**src/core/gwm_pkg.sv**
```systemverilog
package gwm_pkg;
    localparam int MEAS_W         = 16;
    localparam int TMR_W          = 16;
    localparam int ACC_W          = 32;
    localparam int ACT_W          = 2;
    localparam int NDI            = 4;
    // clock and millisecond tick
    localparam int CLK_PERIOD_NS  = 20;
    localparam int TICK_PERIOD_NS = 1000000;
    localparam int TICK_CYCLES    = TICK_PERIOD_NS / CLK_PERIOD_NS;
    // shutdown threshold above the high frequency limit, in percent
    localparam int FREQ_SD_PCT    = 12;
    localparam int PCT_FULL       = 100;
    localparam int UNB_PHASES     = 3;
    // actions
    localparam logic [ACT_W-1:0] ACT_NONE = 2'h0;
    localparam logic [ACT_W-1:0] ACT_WARN = 2'h1;
    localparam logic [ACT_W-1:0] ACT_STOP = 2'h2;
    // qualifier timer slots
    localparam int NQ     = 8;
    localparam int Q_FREQ = 0;
    localparam int Q_RPM  = 1;
    localparam int Q_VOLT = 2;
    localparam int Q_BATT = 3;
    localparam int Q_VUNB = 4;
    localparam int Q_IUNB = 5;
    localparam int Q_RPOW = 6;
    localparam int Q_CB   = 7;
    // warning vector bits
    localparam int NW         = 15;
    localparam int W_FREQ     = 0;
    localparam int W_RPM      = 1;
    localparam int W_VOLT     = 2;
    localparam int W_BATT     = 3;
    localparam int W_FTS      = 4;
    localparam int W_CHG      = 5;
    localparam int W_ECU      = 6;
    localparam int W_VUNB     = 7;
    localparam int W_IUNB     = 8;
    localparam int W_IDMT     = 9;
    localparam int W_OC       = 10;
    localparam int W_RPOW     = 11;
    localparam int W_MORD     = 12;
    localparam int W_CB_CLOSE = 13;
    localparam int W_CB_OPEN  = 14;
    // synchroniser slots
    localparam int NSYNC = 2 + NDI;
    localparam int S_RUN = 0;
    localparam int S_FB  = 1;
    localparam int S_DIG = 2;
endpackage : gwm_pkg

```
**src/core/gwm_warning_monitor.sv**
```systemverilog
`timescale 1ns/1ps
module gwm_warning_monitor #(
    parameter int TICK_CYCLES = gwm_pkg::TICK_CYCLES
) (
    input  wire logic                                MCLK_IN,
    input  wire logic                                RESET_N_IN,
    input  wire logic                                ENGINE_RUN_IN,
    input  wire logic                                STOP_CMD_IN,
    input  wire logic                                LATCH_ALL_IN,
    input  wire logic                                ACK_IN,
    input  wire logic [gwm_pkg::TMR_W-1:0]           HOLDOFF_MS_IN,
    input  wire logic [gwm_pkg::MEAS_W-1:0]          GEN_FREQ_IN,
    input  wire logic [gwm_pkg::MEAS_W-1:0]          FREQ_LO_IN,
    input  wire logic [gwm_pkg::MEAS_W-1:0]          FREQ_HI_IN,
    input  wire logic [gwm_pkg::TMR_W-1:0]           FREQ_DLY_IN,
    input  wire logic [gwm_pkg::MEAS_W-1:0]          GEN_RPM_IN,
    input  wire logic [gwm_pkg::MEAS_W-1:0]          RPM_LO_IN,
    input  wire logic [gwm_pkg::MEAS_W-1:0]          RPM_HI_IN,
    input  wire logic [gwm_pkg::MEAS_W-1:0]          RPM_OVERSHOOT_IN,
    input  wire logic [gwm_pkg::TMR_W-1:0]           RPM_DLY_IN,
    input  wire logic [gwm_pkg::MEAS_W-1:0]          VOLT_L1_IN,
    input  wire logic [gwm_pkg::MEAS_W-1:0]          VOLT_L2_IN,
    input  wire logic [gwm_pkg::MEAS_W-1:0]          VOLT_L3_IN,
    input  wire logic [gwm_pkg::MEAS_W-1:0]          VOLT_LO_IN,
    input  wire logic [gwm_pkg::MEAS_W-1:0]          VOLT_HI_IN,
    input  wire logic [gwm_pkg::TMR_W-1:0]           VOLT_FAIL_MS_IN,
    input  wire logic [gwm_pkg::MEAS_W-1:0]          BATT_IN,
    input  wire logic [gwm_pkg::MEAS_W-1:0]          BATT_LO_IN,
    input  wire logic [gwm_pkg::MEAS_W-1:0]          BATT_HI_IN,
    input  wire logic [gwm_pkg::TMR_W-1:0]           BATT_DLY_IN,
    input  wire logic [gwm_pkg::TMR_W-1:0]           STOP_TMR_MS_IN,
    input  wire logic [gwm_pkg::MEAS_W-1:0]          CHARGE_IN,
    input  wire logic [gwm_pkg::MEAS_W-1:0]          CHARGE_LO_IN,
    input  wire logic                                ENGINE_FAULT_IN,
    input  wire logic [gwm_pkg::MEAS_W-1:0]          UNBAL_LIM_IN,
    input  wire logic [gwm_pkg::MEAS_W-1:0]          CURR_L1_IN,
    input  wire logic [gwm_pkg::MEAS_W-1:0]          CURR_L2_IN,
    input  wire logic [gwm_pkg::MEAS_W-1:0]          CURR_L3_IN,
    input  wire logic [gwm_pkg::ACT_W-1:0]           CURR_UNBAL_ACT_IN,
    input  wire logic [gwm_pkg::MEAS_W-1:0]          OC_LIM_IN,
    input  wire logic [gwm_pkg::ACC_W-1:0]           IDMT_K_IN,
    input  wire logic [gwm_pkg::ACT_W-1:0]           IDMT_ACT_IN,
    input  wire logic signed [gwm_pkg::MEAS_W-1:0]   POWER_IN,
    input  wire logic [gwm_pkg::MEAS_W-1:0]          RPOW_LIM_IN,
    input  wire logic [gwm_pkg::TMR_W-1:0]           RPOW_MS_IN,
    input  wire logic                                MORD_EN_IN,
    input  wire logic                                MAINS_PRESENT_IN,
    input  wire logic                                MAINS_REVERSED_IN,
    input  wire logic                                CB_FB_DEF_IN,
    input  wire logic                                CB_CMD_IN,
    input  wire logic                                CB_FB_IN,
    input  wire logic [gwm_pkg::TMR_W-1:0]           CB_FAIL_MS_IN,
    input  wire logic [gwm_pkg::NDI-1:0]             DIG_IN_IN,
    input  wire logic [gwm_pkg::NDI-1:0]             DIG_POL_IN,
    input  wire logic [gwm_pkg::NDI-1:0]             DIG_HOLD_IN,
    input  wire logic [gwm_pkg::NDI*gwm_pkg::ACT_W-1:0] DIG_ACT_IN,
    output logic      [gwm_pkg::NW-1:0]              WARN_OUT,
    output logic      [gwm_pkg::NDI-1:0]             DIG_WARN_OUT,
    output logic                                     STOP_REQ_OUT,
    output logic                                     MAINS_INHIBIT_OUT
);
    import gwm_pkg::*;

    typedef struct packed {
        logic [NSYNC-1:0]            s1;
        logic [NSYNC-1:0]            s2;
        logic [TMR_W-1:0]            tick_cnt;
        logic                        tick;
        logic [TMR_W-1:0]            hold_cnt;
        logic                        hold_done;
        logic [NQ-1:0][TMR_W-1:0]    qcnt;
        logic [TMR_W-1:0]            stop_cnt;
        logic [ACC_W-1:0]            idmt_acc;
        logic [NW-1:0]               warn;
        logic [NDI-1:0]              dig_warn;
        logic                        stop;
        logic                        inhibit;
    } gwm_state_type;

    localparam logic [TMR_W-1:0] TICK_LAST = TMR_W'(TICK_CYCLES - 1);

    logic [1:0]               rst_pipe;
    logic                     rst_n;
    gwm_state_type            st;
    gwm_state_type            nx;
    logic                     run;
    logic                     fb;
    logic [NQ-1:0]            qraw;
    logic [NQ-1:0][TMR_W-1:0] qdly;
    logic [MEAS_W-1:0]        imax;
    logic                     freq_sd;
    logic                     rpm_os;
    logic                     oc_raw;
    logic                     mord_raw;
    logic                     fts_raw;
    logic                     chg_raw;
    logic                     batt_raw;

    // three phase deviation from average, scaled by three to avoid a divider
    function automatic logic unbal(input logic [MEAS_W-1:0] a, input logic [MEAS_W-1:0] b,
                                   input logic [MEAS_W-1:0] c, input logic [MEAS_W-1:0] lim);
        logic [MEAS_W+1:0] sum;
        logic [MEAS_W+1:0] lim3;
        logic [MEAS_W+1:0] x3;
        logic              hit;
        sum  = {2'h0, a} + {2'h0, b} + {2'h0, c};
        lim3 = (MEAS_W+2)'(UNB_PHASES) * {2'h0, lim};
        hit  = 1'b0;
        for (int k = 0; k < UNB_PHASES; k++) begin
            x3 = (MEAS_W+2)'(UNB_PHASES) * {2'h0, (k == 0) ? a : ((k == 1) ? b : c)};
            if (x3 > sum) begin
                hit = hit | ((x3 - sum) > lim3);
            end else begin
                hit = hit | ((sum - x3) > lim3);
            end
        end
        return hit;
    endfunction : unbal

    // reset release through two flip-flops
    always_ff @(posedge MCLK_IN or negedge RESET_N_IN) begin
        if (!RESET_N_IN) begin
            rst_pipe <= 2'h0;
        end else begin
            rst_pipe <= {rst_pipe[0], 1'b1};
        end
    end
    assign rst_n = rst_pipe[1];

    // synchronised pin levels
    assign run = st.s2[S_RUN];
    assign fb  = st.s2[S_FB];

    // largest phase current
    assign imax = (CURR_L1_IN >= CURR_L2_IN && CURR_L1_IN >= CURR_L3_IN) ? CURR_L1_IN :
                  ((CURR_L2_IN >= CURR_L3_IN) ? CURR_L2_IN : CURR_L3_IN);

    assign freq_sd = ({16'h0, GEN_FREQ_IN} * 32'(PCT_FULL)) >
                     ({16'h0, FREQ_HI_IN} * 32'(PCT_FULL + FREQ_SD_PCT));
    assign rpm_os  = GEN_RPM_IN > RPM_OVERSHOOT_IN;
    assign oc_raw  = imax > OC_LIM_IN;
    assign mord_raw = MORD_EN_IN && MAINS_PRESENT_IN && MAINS_REVERSED_IN;
    assign fts_raw = STOP_CMD_IN && run && (st.stop_cnt >= STOP_TMR_MS_IN);
    assign chg_raw = st.hold_done && (CHARGE_IN < CHARGE_LO_IN);
    assign batt_raw = (BATT_IN < BATT_LO_IN) || (BATT_IN > BATT_HI_IN);

    // raw conditions feeding the delay qualifiers
    always_comb begin
        qraw[Q_FREQ] = st.hold_done && (GEN_FREQ_IN < FREQ_LO_IN || GEN_FREQ_IN > FREQ_HI_IN);
        qraw[Q_RPM]  = st.hold_done && (GEN_RPM_IN < RPM_LO_IN || GEN_RPM_IN > RPM_HI_IN);
        // any phase voltage out of window
        qraw[Q_VOLT] = st.hold_done && (VOLT_L1_IN < VOLT_LO_IN || VOLT_L1_IN > VOLT_HI_IN ||
                                        VOLT_L2_IN < VOLT_LO_IN || VOLT_L2_IN > VOLT_HI_IN ||
                                        VOLT_L3_IN < VOLT_LO_IN || VOLT_L3_IN > VOLT_HI_IN);
        qraw[Q_BATT] = batt_raw;
        qraw[Q_VUNB] = st.hold_done && unbal(VOLT_L1_IN, VOLT_L2_IN, VOLT_L3_IN, UNBAL_LIM_IN);
        qraw[Q_IUNB] = st.hold_done && unbal(CURR_L1_IN, CURR_L2_IN, CURR_L3_IN, UNBAL_LIM_IN);
        qraw[Q_RPOW] = POWER_IN[MEAS_W-1] && (MEAS_W'(-POWER_IN) > RPOW_LIM_IN);
        qraw[Q_CB]   = CB_FB_DEF_IN && (fb != CB_CMD_IN);
    end

    // detection delays per qualifier, in milliseconds
    assign qdly[Q_FREQ] = FREQ_DLY_IN;
    assign qdly[Q_RPM]  = RPM_DLY_IN;
    assign qdly[Q_VOLT] = VOLT_FAIL_MS_IN;
    assign qdly[Q_BATT] = BATT_DLY_IN;
    assign qdly[Q_VUNB] = VOLT_FAIL_MS_IN;
    assign qdly[Q_IUNB] = VOLT_FAIL_MS_IN;
    assign qdly[Q_RPOW] = RPOW_MS_IN;
    assign qdly[Q_CB]   = CB_FAIL_MS_IN;

    // next state of the whole monitor
    always_comb begin
        logic [NQ-1:0]     qok;
        logic [NW-1:0]     w;
        logic [NDI-1:0]    dw;
        logic [MEAS_W-1:0] excess;
        logic [ACC_W:0]    acc_sum;
        logic              trip;
        logic              dig_stop;
        logic              cause;
        logic [ACT_W-1:0]  act;
        qok      = '0;
        w        = '0;
        dw       = '0;
        excess   = '0;
        acc_sum  = '0;
        trip     = 1'b0;
        dig_stop = 1'b0;
        cause    = 1'b0;
        act      = ACT_NONE;
        nx       = st;
        nx.s1    = {DIG_IN_IN, CB_FB_IN, ENGINE_RUN_IN};
        nx.s2    = st.s1;
        // millisecond tick divider
        nx.tick  = 1'b0;
        if (st.tick_cnt >= TICK_LAST) begin
            nx.tick_cnt = '0;
            nx.tick     = 1'b1;
        end else begin
            nx.tick_cnt = st.tick_cnt + 16'h1;
        end
        // holdoff after the engine starts running
        if (!run) begin
            nx.hold_cnt = '0;
        end else if (st.tick && st.hold_cnt < HOLDOFF_MS_IN) begin
            nx.hold_cnt = st.hold_cnt + 16'h1;
        end
        nx.hold_done = run && (st.hold_cnt >= HOLDOFF_MS_IN);
        // delay qualifiers restart whenever their condition drops
        for (int i = 0; i < NQ; i++) begin
            if (!qraw[i]) begin
                nx.qcnt[i] = '0;
            end else if (st.tick && st.qcnt[i] < qdly[i]) begin
                nx.qcnt[i] = st.qcnt[i] + 16'h1;
            end
            qok[i] = qraw[i] && (st.qcnt[i] >= qdly[i]);
        end
        // stop timer runs while stop is commanded
        if (!STOP_CMD_IN) begin
            nx.stop_cnt = '0;
        end else if (st.tick && st.stop_cnt < STOP_TMR_MS_IN) begin
            nx.stop_cnt = st.stop_cnt + 16'h1;
        end
        // inverse time: excess integrated per tick against the curve constant
        if (!oc_raw) begin
            nx.idmt_acc = '0;
        end else begin
            excess  = imax - OC_LIM_IN;
            acc_sum = {1'b0, st.idmt_acc} + {17'h0, excess};
            if (st.tick) begin
                nx.idmt_acc = acc_sum[ACC_W] ? {ACC_W{1'b1}} : acc_sum[ACC_W-1:0];
            end
        end
        trip = oc_raw && (st.idmt_acc >= IDMT_K_IN);
        // warning sources
        w[W_FREQ]     = qok[Q_FREQ];
        w[W_RPM]      = qok[Q_RPM];
        w[W_VOLT]     = qok[Q_VOLT];
        w[W_BATT]     = qok[Q_BATT];
        w[W_FTS]      = fts_raw;
        w[W_CHG]      = chg_raw;
        w[W_ECU]      = ENGINE_FAULT_IN;
        w[W_VUNB]     = qok[Q_VUNB];
        w[W_IUNB]     = qok[Q_IUNB] && (CURR_UNBAL_ACT_IN != ACT_NONE);
        w[W_IDMT]     = trip && (IDMT_ACT_IN != ACT_NONE);
        w[W_OC]       = oc_raw;
        w[W_RPOW]     = qok[Q_RPOW];
        w[W_MORD]     = mord_raw;
        w[W_CB_CLOSE] = qok[Q_CB] && CB_CMD_IN;
        w[W_CB_OPEN]  = qok[Q_CB] && !CB_CMD_IN;
        // digital inputs with polarity, sampling window and action
        for (int d = 0; d < NDI; d++) begin
            act   = DIG_ACT_IN[d*ACT_W +: ACT_W];
            dw[d] = ((st.s2[S_DIG+d] ^ DIG_POL_IN[d]) && (!DIG_HOLD_IN[d] || st.hold_done) &&
                     act != ACT_NONE);
            dig_stop = dig_stop | (dw[d] && act == ACT_STOP);
        end
        // global latch; held until acknowledge, new event wins
        nx.warn     = w | (st.warn & {NW{LATCH_ALL_IN && !ACK_IN}});
        nx.dig_warn = dw | (st.dig_warn & {NDI{LATCH_ALL_IN && !ACK_IN}});
        cause   = freq_sd || rpm_os || dig_stop ||
                  (qok[Q_IUNB] && CURR_UNBAL_ACT_IN == ACT_STOP) ||
                  (trip && IDMT_ACT_IN == ACT_STOP);
        nx.stop = cause || (st.stop && !ACK_IN);
        // closing inhibited while order is reversed
        nx.inhibit = mord_raw;
    end

    // state register
    always_ff @(posedge MCLK_IN or negedge rst_n) begin
        if (!rst_n) begin
            st <= '0;
        end else begin
            st <= nx;
        end
    end

    // outputs straight from the state register
    assign WARN_OUT          = st.warn;
    assign DIG_WARN_OUT      = st.dig_warn;
    assign STOP_REQ_OUT      = st.stop;
    assign MAINS_INHIBIT_OUT = st.inhibit;
endmodule : gwm_warning_monitor

```
**config.mk**
```make
export PLATFORM = sky130hd
export DESIGN_NAME = gwm_warning_monitor
export DESIGN_NICKNAME = d
export VERILOG_FILES = /design/src/core/gwm_pkg.sv /design/src/core/gwm_warning_monitor.sv
export SDC_FILE = /design/constraint.sdc
export NUM_CORES = 2
export LEC_CHECK = 0
export BUFFER_PORTS_ARGS = -buffer_cell sky130_fd_sc_hd__buf_4
export CELL_PAD_IN_SITES_DETAIL_PLACEMENT = 1
export CELL_PAD_IN_SITES_GLOBAL_PLACEMENT = 1
export CORE_UTILIZATION = 39
export CTS_BUF_LIST = sky130_fd_sc_hd__clkbuf_4
export DETAILED_ROUTE_END_ITERATION = 8
export GPL_TIMING_DRIVEN = 0
export MAX_ROUTING_LAYER = met4
export PLACE_DENSITY_LB_ADDON = 0.05
export SLEW_MARGIN = 20
export SYNTH_ARGS = -nofsm -noshare
export SYNTH_HDL_FRONTEND = slang
export SYNTH_SLANG_ARGS = --single-unit
```
**constraint.sdc**
```tcl
create_clock -name MCLK_IN -period 8 [get_ports MCLK_IN]
set_input_delay 0.8 -clock MCLK_IN [delete_from_list [all_inputs] [get_ports MCLK_IN]]
set_output_delay 0.8 -clock MCLK_IN [all_outputs]
set_load 0.005 [all_outputs]
```
==> key figures <==
Status
  • Status: finished, final reports clean

Critical path
  • Bufs and invs on worst path: 4
  • CP arrival: 8.38 ns
  • CP max stage cell: fa_1
  • Worst setup EP type: register
  • Cell family with most CP delay: compound AO/OA/AOI/OAI gates
  • Type of the worst setup path: primary input to register
  • CP Max Fanout: 10
  • CP startpoint kind: primary input
  • Required time of the critical path: 8.67 ns
  • Max incr delay on CP: between 0.5 and 0.6 ns

Placed design
  • Placed cell area: around 55000 um^2
  • Detailed-placement wirelength estimate: 144000 um
  • Final Wtd Congestion: 0.926
  • Port buffer count: 601

Routing
  • Via density: roughly 5.4
  • Via count: 45000
  • Initial DRT Pass Iterations: 5
  • DRC violations left: 0
  • Post-route ant nets: 0
  • Routed wire length: 166000 um
  • WL/cell: between 20 and 25 um
  • First DRT Iteration DRCs: ~2100

STA
  • Hold WS: roughly 0.12 ns
  • Setup-failing EPs final: 0
  • Period utilization: 96.4%
  • Actual transition at the worst max-transition pin: about 1 ns
  • Max Slew Vio Count: 0
  • FMAX: approximately 130 MHz
  • Slew HR: slightly above 30%
  • Min Tclk post-route: between 7 and 8 ns
  • Worst clock skew: roughly 0.05 ns
  • Hold Fails Final Rpt: 0

Logic synthesis
  • Post-Syn Instances: about 5900
  • Synthesized area per cell: slightly above 8 um^2
  • EDFF count, synth: 0
  • Syn Nets: just under 8000
  • Synth async-reset ratio: between 90% and 100%
  • Post-synth cell types: 96
  • Register area share after synthesis: between 10% and 20%
  • Top_reg_cell synth: dfrtp_1
  • Netlist area before placement: roughly 48000 um^2
  • YS warnings: 0
  • Synth Register Bits: between 200 and 250

CTS
  • CTS buffer count: between 60 and 70
  • H-tree Lvls: 3
  • Clock tree sinks: 245
  • Clock latency at the later pin of the worst-skew pair: about 0.76 ns
  • CTS tree: done
  • CTS Buffer Depth: 3
  • Root buf cell: clkbuf_4
  • Worst-path clk slew: about 0.070 ns

Floorplanning
  • Cell Rows: around 130
  • Die span in x: 354 um
  • Die Y: approximately 350 um
  • Initial Util: between 30 and 40%
  • DIE AREA: between 100000 and 150000 um^2
  • Top Ports: 602
  • Core Region: between 100000 and 150000 um^2

Power
  • Pwr Total: 14100 uW
  • Switching portion of total power: between 50% and 60%
  • Max rail drop VDD: ~0.18 mV
  • Logic gate share of total power: roughly 82%
  • NetSw: roughly 7300 uW
  • Clock share of power: under 10%
  • Power Density: 249 nW/um^2
  • P_leak: ~0.03 uW
  • Internal power: approximately 6700 uW
  • Part of the power in registers: under 10%

Global route
  • Initial antenna violation count: 12
  • First-pass GRT wire length: around 260000 um
  • Largest net degree at the start of global routing: 53
  • GRT Util Overall: between 20% and 30%
  • Grt ovf: 0
  • Vias in the first global route: approximately 47000

Worst hold path
  • HP Class: primary input to register

Run
  • Max Cap Viol: 0

Finish
  • Layout area overhead: 17.3%
  • Design Area, Final: around 57000 um^2
  • Post-layout net count: ~8400
  • Share of layout cells above drive strength 1: between 10% and 20%
==> synth_stat cells, types with 82 or more instances <==
cell / number / area share (%)
o21ai_0: 242 / 2.5
fa_1: 82 / 3.4
a21o_1: 356 / 5.5
nor2b_1: 100 / 1.3
inv_1: 744 / 5.8
nand2_1: 259 / 2.0
o21a_1: 102 / 1.6
nand4_1: 169 / 2.2
xor2_1: 178 / 3.2
xnor2_1: 340 / 6.2
nor3_1: 119 / 1.2
nand3_1: 103 / 1.1
dfrtp_1: 245 / 13
nor2_1: 410 / 3.2
clkbuf_1: 98 / 0.76
a21oi_1: 420 / 4.4
ha_1: 1149 / 30
==> state kept, by name, summed over array words and instances, names as in the netlist <==
| name | count |
|---|---|
| DIG_WARN_OUT | 4 |
| MAINS_INHIBIT_OUT | 1 |
| STOP_REQ_OUT | 1 |
| WARN_OUT | 15 |
| fb | 1 |
| nx | 6 |
| rst_pipe | 2 |
| run | 1 |
| st | 214 |
==> cell usage in the layout (no fill, tap or decap), types with 21 or more instances in the layout <==
cell type	n
and3_1	69
a21oi_1	417
a311oi_1	25
nor2_1	409
o21a_1	102
inv_1	743
or3_1	30
and2_1	43
clkbuf_1	82
nand2b_1	73
nor3_1	119
fa_1	82
ha_1	1140
mux2i_1	31
xor2_1	167
clkbuf_4	95
o21ai_0	234
nor2b_1	99
o21bai_1	73
o211ai_1	21
a211oi_1	40
nand3_1	102
and4_1	28
xnor2_1	328
dfrtp_1	244
nand2_1	259
a21o_1	356
nand4_1	169
nor4_1	28
buf_4	631
==> kinds of logic (layout without fill, tap and decap cells) <==
logic type / Yosys count / count (layout) / share of synthesized area (%)
compound gates: 1505 / 1505 / 20.5
simple gates: 1493 / 1493 / 15.7
fa+ha+maj: 1243 / 1243 / 33.5
buf+inv: 872 / 1606 / 6.98
xor+xnor: 521 / 521 / 9.56
flops: 245 / 245 / 12.7
mux: 48 / 48 / 1.03
other cells: 1 / 11 / 0.00778
==> power groups by stage <==
stage          clock network, uW  registers (uW)  logic (uW)
2_1_floorplan                  0            1290        7920
3_3_place_gp                   0            1300       10800
3_5_place_dp                   0            1280       11200
4_1_cts                     1300            1260       11300
5_1_grt                     1350            1260       12800
6_report                    1240            1260       11600
==> layer usage <==
metal  wire, um  vias up  GRT usage, %
li1           -    22400             -
met1      79400    21700          35.9
met2      77400      793          43.9
met3       5810      157          2.09
met4       3690        0          6.41
met5          0        -             -
==> cell type report <==
type,count,area [um^2]
tap,1625,2030
antenna,10,25.0
timing repair buffer,632,4910
fill,15000,65700
clock buffer,94,706
clock inverter,22,170
inverter,744,2800
multi-input combinational,4811,39200
sequential,245,6130
buffer,114,544
==> final timing paths <==
kind	slack [ns]	start	to	depth (start not counted)
max	0.29	VOLT_L1_IN[1]	st[139]	33
min	0.12	DIG_IN_IN[0]	nx[233]	1
max reg2reg	4.08	st[71]	st[76]	14
min reg2reg	0.26	rst_pipe[1]	WARN_OUT[6]	0
max in group asynchronous	6.79	rst_pipe[1]	st[40]	2
min in group asynchronous	0.26	rst_pipe[1]	WARN_OUT[6]	0
==> per-stage QoR <==
step	util (%)	setup TNS (ns)	instances	setup slack (ns)
3_3_place_gp	44.8	-874.23	8154	-3.13
3_5_place_dp	45.2	-95.63	8177	-2.16
6_report	46.3	0	8297	0.288
5_1_grt	46.3	-0.325	8297	-0.0382
4_1_cts	46.0	0	8297	0.00991
2_1_floorplan	-	0	5928	0.422
==> repair_timing <==
item	4_1_cts	5_1_grt
resized for setup	29	60
hold buffers	1	0
endpoints found under the hold margin	2	0
pin swaps	4	9
setup buffers	5	2
setup endpoints to repair	67	67
No activity file was read; power rests on OpenSTA's default activity.
